**src/hdl/pmt8_regs.svh**
```systemverilog
// register map, field positions, reset values and rates of the 8-bit timer
//
// Summary of operation
// - While running, the counter counts up by one from zero on each prescaled instruction-clock tick.
// - Divider select 00 gives divide by 1, 01 divide by 4 and 10 divide by 16.
// - Every counter tick compares counter with period limit and flags a match when equal.
// - A match returns the counter to zero and also clocks the postscaler.
// - Reset clears the counter and sets the period limit to all ones.
// - Writes to counter or control, and any reset, clear prescaler and postscaler.
// - A control write leaves the counter value untouched.
// - Counter and period limit are readable and writable at any time.
// - Control bit 2 runs the timer when one and stops it when zero.
// - Control bits 6 to 3 set 1 to 16 matches per flag event, one step per code.
// - Completion of the postscaler count latches the match event flag, flag register bit 1.
// - The interrupt is raised only while enable register bit 1 is set.
// - The unscaled match pulse goes to the capture/compare/PWM units.
// - The timer output is offered as shift clock to the serial port.
`ifndef PMT8_REGS_SVH
`define PMT8_REGS_SVH

// word indices; byte address is four times the index
`define PMT8_IDX_CONTROL   14'h0FCA
`define PMT8_IDX_LIMIT     14'h0FCB
`define PMT8_IDX_COUNTER   14'h0FCC
`define PMT8_IDX_FLAGS     14'h0FC0
`define PMT8_IDX_ENABLES   14'h0FC1

// control fields
`define PMT8_CTL_DIV_LSB   0
`define PMT8_CTL_RUN_BIT   2
`define PMT8_CTL_POST_LSB  3
`define PMT8_CTL_WIDTH     7

// interrupt bit position in flag and enable registers
`define PMT8_EVT_BIT       1

// reset values
`define PMT8_RST_CONTROL   7'h00
`define PMT8_RST_COUNTER   8'h00
`define PMT8_RST_LIMIT     8'hFF

// instruction clock is the system clock divided by four
`define PMT8_INST_DIV      2'h3
`define PMT8_PRE_DIV4      4'h3
`define PMT8_PRE_DIV16     4'hF

`endif

```
**src/hdl/pmt8_pkg.sv**
```systemverilog
// types shared by the 8-bit period match timer
package pmt8_pkg;

  // ahb-lite slave side request, as sampled in an address phase
  typedef struct packed {
    logic        sel;
    logic [15:0] addr;
    logic [1:0]  trans;
    logic        write;
    logic [2:0]  size;
    logic        ready;
  } pmt8_ahb_req_t;

  // answer driven back to the master
  typedef struct packed {
    logic        readyOut;
    logic        resp;
    logic [31:0] rdata;
  } pmt8_ahb_rsp_t;

  // bus data phase sequencing
  typedef enum logic [1:0] {
    PMT8_BUS_IDLE  = 2'b00,
    PMT8_BUS_WRITE = 2'b01,
    PMT8_BUS_READ  = 2'b10
  } pmt8_bus_t;

  // every flip-flop of the timer
  typedef struct packed {
    logic [1:0]  instDiv;
    logic [3:0]  preCnt;
    logic [3:0]  postCnt;
    logic [7:0]  counter;
    logic [7:0]  limit;
    logic [6:0]  control;
    logic        flag;
    logic        enable;
    logic        irq;
    logic        matchPulse;
    logic        shiftClk;
    pmt8_bus_t   bus;
    logic [13:0] dpIdx;
    pmt8_ahb_rsp_t rsp;
  } pmt8_state_t;

endpackage

```
**src/hdl/pmt8_timer.sv**
```systemverilog
// 8-bit period match timer with ahb-lite register access
`include "pmt8_regs.svh"

module pmt8_timer
  import pmt8_pkg::*;
(
  input  wire logic        ref_clk,     // system clock, 10 MHz
  input  wire logic        rst,         // async reset, active high
  input  wire logic        hsel,        // slave select
  input  wire logic [15:0] haddr,       // byte address
  input  wire logic [1:0]  htrans,      // transfer type
  input  wire logic        hwrite,      // write when high
  input  wire logic [2:0]  hsize,       // transfer size
  input  wire logic [31:0] hwdata,      // write data
  input  wire logic        hready,      // bus ready
  output logic             hreadyout,   // slave ready
  output logic             hresp,       // always okay
  output logic [31:0]      hrdata,      // read data
  output logic             irq,         // level interrupt
  output logic             matchPulse,  // unscaled match, pwm time base
  output logic             shiftClk     // serial port shift clock source
);

  pmt8_state_t   cur;
  pmt8_state_t   next_cur;
  pmt8_ahb_req_t req;

  // gather bus inputs
  assign req = '{sel: hsel, addr: haddr, trans: htrans, write: hwrite,
                 size: hsize, ready: hready};

  // prescale terminal count for a divider code
  function automatic logic [3:0] preLimit(input logic [1:0] code);
    case (code)
      2'b00:   preLimit = 4'h0;
      2'b01:   preLimit = `PMT8_PRE_DIV4;
      default: preLimit = `PMT8_PRE_DIV16;
    endcase
  endfunction

  // register read mux, shared by the read data phase
  function automatic logic [31:0] readMux(input pmt8_state_t s,
                                          input logic [13:0] idx);
    readMux = 32'h0000_0000;
    case (idx)
      `PMT8_IDX_CONTROL: readMux = {25'h0, s.control};
      `PMT8_IDX_COUNTER: readMux = {24'h0, s.counter};
      `PMT8_IDX_LIMIT:   readMux = {24'h0, s.limit};
      `PMT8_IDX_FLAGS:
        readMux[`PMT8_EVT_BIT] = s.flag;
      `PMT8_IDX_ENABLES:
        readMux[`PMT8_EVT_BIT] = s.enable;
      default:           readMux = 32'h0000_0000;
    endcase
  endfunction

  logic        accept;
  logic        wrCtl;
  logic        wrCnt;
  logic        wrLim;
  logic        wrFlg;
  logic        wrEna;
  logic        instTick;
  logic        cntTick;
  logic        match;
  logic        postDone;
  logic        running;
  logic [3:0]  postSel;

  // next-state logic
  always_comb begin
    next_cur = cur;
    accept   = req.sel && req.trans[1] && req.ready;
    wrCtl    = (cur.bus == PMT8_BUS_WRITE) &&
               (cur.dpIdx == `PMT8_IDX_CONTROL);
    wrCnt    = (cur.bus == PMT8_BUS_WRITE) &&
               (cur.dpIdx == `PMT8_IDX_COUNTER);
    wrLim    = (cur.bus == PMT8_BUS_WRITE) &&
               (cur.dpIdx == `PMT8_IDX_LIMIT);
    wrFlg    = (cur.bus == PMT8_BUS_WRITE) &&
               (cur.dpIdx == `PMT8_IDX_FLAGS);
    wrEna    = (cur.bus == PMT8_BUS_WRITE) &&
               (cur.dpIdx == `PMT8_IDX_ENABLES);
    running  = cur.control[`PMT8_CTL_RUN_BIT];
    postSel  = cur.control[`PMT8_CTL_POST_LSB +: 4];

    // free-running quarter-rate tick, the instruction clock
    next_cur.instDiv = cur.instDiv + 2'h1;
    instTick = (cur.instDiv == `PMT8_INST_DIV);

    // prescaler; stopped timer does not advance it
    cntTick = 1'b0;
    if (running && instTick) begin
      if (cur.preCnt >= preLimit(cur.control[1:0])) begin
        next_cur.preCnt = 4'h0;
        cntTick = 1'b1;
      end else begin
        next_cur.preCnt = cur.preCnt + 4'h1;
      end
    end

    // compare on every counter tick; match rolls the count to zero
    match = cntTick && (cur.counter == cur.limit);
    if (cntTick) begin
      if (match) begin
        next_cur.counter = 8'h00;
      end else begin
        next_cur.counter = cur.counter + 8'h01;
      end
    end

    // postscaler clocked by the unscaled match
    postDone = 1'b0;
    if (match) begin
      if (cur.postCnt >= postSel) begin
        next_cur.postCnt = 4'h0;
        postDone = 1'b1;
      end else begin
        next_cur.postCnt = cur.postCnt + 4'h1;
      end
    end

    // outputs toward pwm units and serial port
    next_cur.matchPulse = match;
    if (match) begin
      next_cur.shiftClk = ~cur.shiftClk;
    end

    // register writes in the data phase; software wins over counting
    if (wrCtl) begin
      next_cur.control = hwdata[`PMT8_CTL_WIDTH-1:0];
      next_cur.preCnt  = 4'h0;
      next_cur.postCnt = 4'h0;
    end
    if (wrCnt) begin
      next_cur.counter = hwdata[7:0];
      next_cur.preCnt  = 4'h0;
      next_cur.postCnt = 4'h0;
    end
    if (wrLim) begin
      next_cur.limit = hwdata[7:0];
    end
    if (wrEna) begin
      next_cur.enable = hwdata[`PMT8_EVT_BIT];
    end

    // sticky flag: write one clears, a new event wins over the clear
    if (wrFlg && hwdata[`PMT8_EVT_BIT]) begin
      next_cur.flag = 1'b0;
    end
    if (postDone) begin
      next_cur.flag = 1'b1;
    end

    // irq follows the registered flag and enable of the next cycle
    next_cur.irq = next_cur.flag && next_cur.enable;

    // bus sequencing; reads take one wait state so a write just
    // before them has landed before the value is sampled
    next_cur.rsp.resp = 1'b0;
    case (cur.bus)
      PMT8_BUS_READ: begin
        next_cur.rsp.rdata    = readMux(cur, cur.dpIdx);
        next_cur.rsp.readyOut = 1'b1;
        next_cur.bus          = PMT8_BUS_IDLE;
      end
      PMT8_BUS_IDLE, PMT8_BUS_WRITE: begin
        next_cur.bus = PMT8_BUS_IDLE;
        if (accept) begin
          next_cur.dpIdx = req.addr[15:2];
          if (req.write) begin
            next_cur.bus = PMT8_BUS_WRITE;
          end else begin
            next_cur.bus          = PMT8_BUS_READ;
            next_cur.rsp.readyOut = 1'b0;
          end
        end
      end
      default: begin
        next_cur.bus          = PMT8_BUS_IDLE;
        next_cur.rsp.readyOut = 1'b1;
      end
    endcase
  end

  // state register; reset values hold the timer stopped and idle
  always_ff @(posedge ref_clk or posedge rst) begin
    if (rst) begin
      cur.instDiv    <= 2'h0;
      cur.preCnt     <= 4'h0;
      cur.postCnt    <= 4'h0;
      cur.counter    <= `PMT8_RST_COUNTER;
      cur.limit      <= `PMT8_RST_LIMIT;
      cur.control    <= `PMT8_RST_CONTROL;
      cur.flag       <= 1'b0;
      cur.enable     <= 1'b0;
      cur.irq        <= 1'b0;
      cur.matchPulse <= 1'b0;
      cur.shiftClk   <= 1'b0;
      cur.bus        <= PMT8_BUS_IDLE;
      cur.dpIdx      <= 14'h0000;
      cur.rsp        <= '{readyOut: 1'b1, resp: 1'b0,
                          rdata: 32'h0000_0000};
    end else begin
      cur <= next_cur;
    end
  end

  // outputs straight from flops
  assign hreadyout  = cur.rsp.readyOut;
  assign hresp      = cur.rsp.resp;
  assign hrdata     = cur.rsp.rdata;
  assign irq        = cur.irq;
  assign matchPulse = cur.matchPulse;
  assign shiftClk   = cur.shiftClk;

endmodule
```
**config.mk**
```make
export PLATFORM = sky130hd
export DESIGN_NAME = pmt8_timer
export DESIGN_NICKNAME = d
export VERILOG_FILES = /design/src/hdl/pmt8_pkg.sv /design/src/hdl/pmt8_timer.sv
export VERILOG_INCLUDE_DIRS = /design/src /design/src/hdl
export SDC_FILE = /design/constraint.sdc
export NUM_CORES = 1
export LEC_CHECK = 0
export ABC_AREA = 1
export BUFFER_PORTS_ARGS = -buffer_cell sky130_fd_sc_hd__buf_2
export CAP_MARGIN = 20
export CORE_MARGIN = 8
export CORE_UTILIZATION = 31
export CTS_CLUSTER_DIAMETER = 100
export DETAILED_ROUTE_END_ITERATION = 8
export PLACE_DENSITY_LB_ADDON = 0.15
export RECOVER_POWER = 50
export SLEW_MARGIN = 10
export SYNTH_ARGS = -nofsm -noshare
export SYNTH_HDL_FRONTEND = slang
export SYNTH_SLANG_ARGS = --single-unit
```
**constraint.sdc**
```tcl
create_clock -name ref_clk -period 2 [get_ports ref_clk]
set_clock_uncertainty 0.05 [all_clocks]
set_input_delay 0.1 -clock ref_clk [delete_from_list [all_inputs] [get_ports ref_clk]]
set_output_delay 0.1 -clock ref_clk [all_outputs]
set_load 0.05 [all_outputs]
```
==> results.yml <==
run_status:
  status: "finished clean"
floorplanning:
  fp.dieH_um: 127.5
  io_pins: 95
  die_w_um: 127.5
  die_area_mm2: 0.01625
  core_mm2: 0.01206
  start_util: 0.3194
  rows: 40
critical_path:
  ff2ff_setup_slack_ps: 150
  r2r-end: "cur[72]"
  r2r_cells: 11
  start_kind: "flop"
  worstPathMaxFanout: 6
  crit_type: "flop to flop"
  critPathArrivalTime_ps: 2010
  crit_required_ps: 2160
  critPathCaptureType: "flop"
  r2r-start: "cur[56]"
clock_network:
  cts-htree-levels: 3
  root_buffer: "clkbuf_16"
  path_clk_slew_ps: 50
  cts_made_buffers: 9
  clockBufferDepth: 2
  clock_sinks: 63
  cts_tree: "done"
  clkLatencyLatePin_ps: 330
hold_path:
  min_path_type: "input port to flop"
  hp-start: "hwdata[6]"
  whs_path_depth: 3
  hold-path-endpoint: "cur[68]"
routing:
  via_per_inst: 4.314
  vias: 3106
  wirelength_um: 9364
  dr.pass1.iters: 4
  drc_errors: 0
  drt_iter0_markers: 143
  ant_nets: 0
  wl_per_cell_um: 13.01
grt:
  grt_start_max_net_pins: 44
  grt_pass1_wl_um: 16060
  grt_util_all_layers: 0.1242
  grt_antenna_before_repair: 0
  grt_pass1_vias: 3263
  grt_overflow: 0
flow_run:
  maxCapViolations: 0
logic_synthesis:
  synth_area_mm2: 0.003852
  synth_seq_cells: 63
  syn_inst: 486
  synth_area_per_cell_um2: 7.927
  yosysWarnings: 0
  ys_seq_area_frac: 0.4121
  ys_types: 34
layout:
  mostFrequentLayoutCells: "nand2_1 (130), inv_1 (55), dfrtp_1 (54)"
  num_antenna_cells: 0
  fillers: 1250
  stdcell_count: 720
  mostFrequentLayoutCell: "nand2_1"
  syn2layout_area_growth_pct: 19.26
  nets: 617
  drive_above_1_share: 0.1920
power:
  p_leak_nw: 2.502
  p_total_mw: 3.274
  power_per_cell_area_mw_per_mm2: 712.5
  vdd_ir_drop_max_v: 0.0005028
timing:
  fmax_mhz: 540.3
  post-route-period-util: 0.9254
  timing.final.ws_setup_ps: 149.2
  hold_violations: 0
  setup_viol: 0
  max-slew-margin-rel: 0.4679
  drv_slew: 0
  tightest_slew_ps: 797.3
  fin_crit_ps: 1851
placed_design:
  hpwlAfterDp_um: 7120
  place_inst: 681
  port-buffer-count: 39
  gp_congestion: 0.7701
  dp_slack_ps: 94.94
worst max-delay path by stage:
stage / from / endpoint / slack (ps) / depth (start not counted)
final: cur[56] / cur[72] / 150 / 11
after global placement: cur[55] / cur[78] / 90 / 12
after global routing: cur[56] / cur[72] / -5 / 11
after CTS: cur[56] / cur[80] / 80 / 12
after floorplan: cur[56] / cur[78] / 260 / 12
after detailed placement: cur[56] / cur[78] / 90 / 12
cells in the mapped netlist:
cell type,count,share of area
a21boi_0,1,0.0019
a21oi_1,9,0.012
buf_2,2,0.0026
buf_4,37,0.072
buf_6,3,0.0088
clkbuf_1,1,0.00097
clkinv_1,1,0.00097
conb_1,1,0.00097
dfrtp_1,54,0.35
dfstp_2,9,0.061
ha_1,12,0.039
inv_1,56,0.055
inv_2,9,0.0088
mux2_2,8,0.023
nand2_1,131,0.13
nand2_2,4,0.0065
nand3_1,50,0.065
nand3_2,1,0.0026
nand3_4,3,0.014
nand4_1,16,0.026
nand4_2,1,0.0032
nor2_1,37,0.036
nor2_2,2,0.0032
nor2_4,3,0.0088
nor3_1,2,0.0026
nor3_2,2,0.0052
nor3b_2,1,0.0032
o211ai_1,3,0.0058
o21ai_0,8,0.010
o21ai_2,7,0.016
o21bai_1,1,0.0019
o22ai_1,1,0.0016
xnor2_1,4,0.0091
xor2_1,6,0.014
where the power goes:
group	switching, mW	total (mW)	leakage (nW)	internal [mW]
logic	0.289	0.415	1.66	0.126
clock network	0.559	1.46	0.136	0.902
registers	0.0514	1.40	0.702	1.35
kinds of logic (layout without fill, tap and decap cells):
kind of cell	after synthesis	after routing	share of synthesized area
xor gates and xnor gates	10	10	0.02273
and+or+nand+nor	253	253	0.3037
other	1	25	0.0009734
muxes	8	8	0.02339
DFF	63	63	0.4121
buffers and inverters	109	151	0.1487
AOI/OAI and AO/OA	30	30	0.04937
adders and majority gates	12	12	0.03897
cell type report:
class	count	area, µm²	share of cell area
multi-input cells	338	1797	0.3911
well taps	168	210.2	0.04575
flip-flops and latches	63	1588	0.3456
clock inverters	3	17.52	0.003813
clock buffers	13	260.3	0.05664
repair buffers	69	470.5	0.1024
inverters	66	251.5	0.05474
registers in the layout, indices dropped and copies added, names as in the netlist:
| signal | cells |
|---|---|
| cur | 51 |
| hrdata | 8 |
| hreadyout | 1 |
| irq | 1 |
| matchPulse | 1 |
| shiftClk | 1 |
worst max-delay path, stage by stage (launching register included):
cell and delay (ps):
dfrtp_1 420, nor2_2 120, ha_1 250, nand2_1 70
nand2_1 50, nand2_1 70, nand3_2 90, nand2_2 110
clkinvlp_4 170, buf_6 180, nand4_1 80, nand3_1 80
metal layers:
metal | wire (µm) | vias up | track usage
met5 | 0 | - | 0
met4 | 141 | 0 | 0.04479
met3 | 438 | 12 | 0.03453
met2 | 4480 | 62 | 0.2093
met1 | 4303 | 1422 | 0.1482
li1 | - | 1610 | -
stage by stage:
step	setup TNS (ps)	util	hold WS [ps]	cell area (µm²)
floorplan	0	-	116.4	3943
global placement	0	0.3389	93.72	4088
detailed placement	0	0.3389	103.1	4088
CTS	0	0.3810	9.203	4596
global route	-7.684	0.3809	31.38	4594
finish	0	0.3809	5.965	4594
repair_timing:
action / in CTS / in global routing
hold buffers: 23 / 0
setup buffers: 0 / 0
gates resized for setup: 0 / 7
endpoints found under the hold margin: 48 / 0
setup endpoints to repair: 0 / 12
Power figures use the tool's default switching activity.
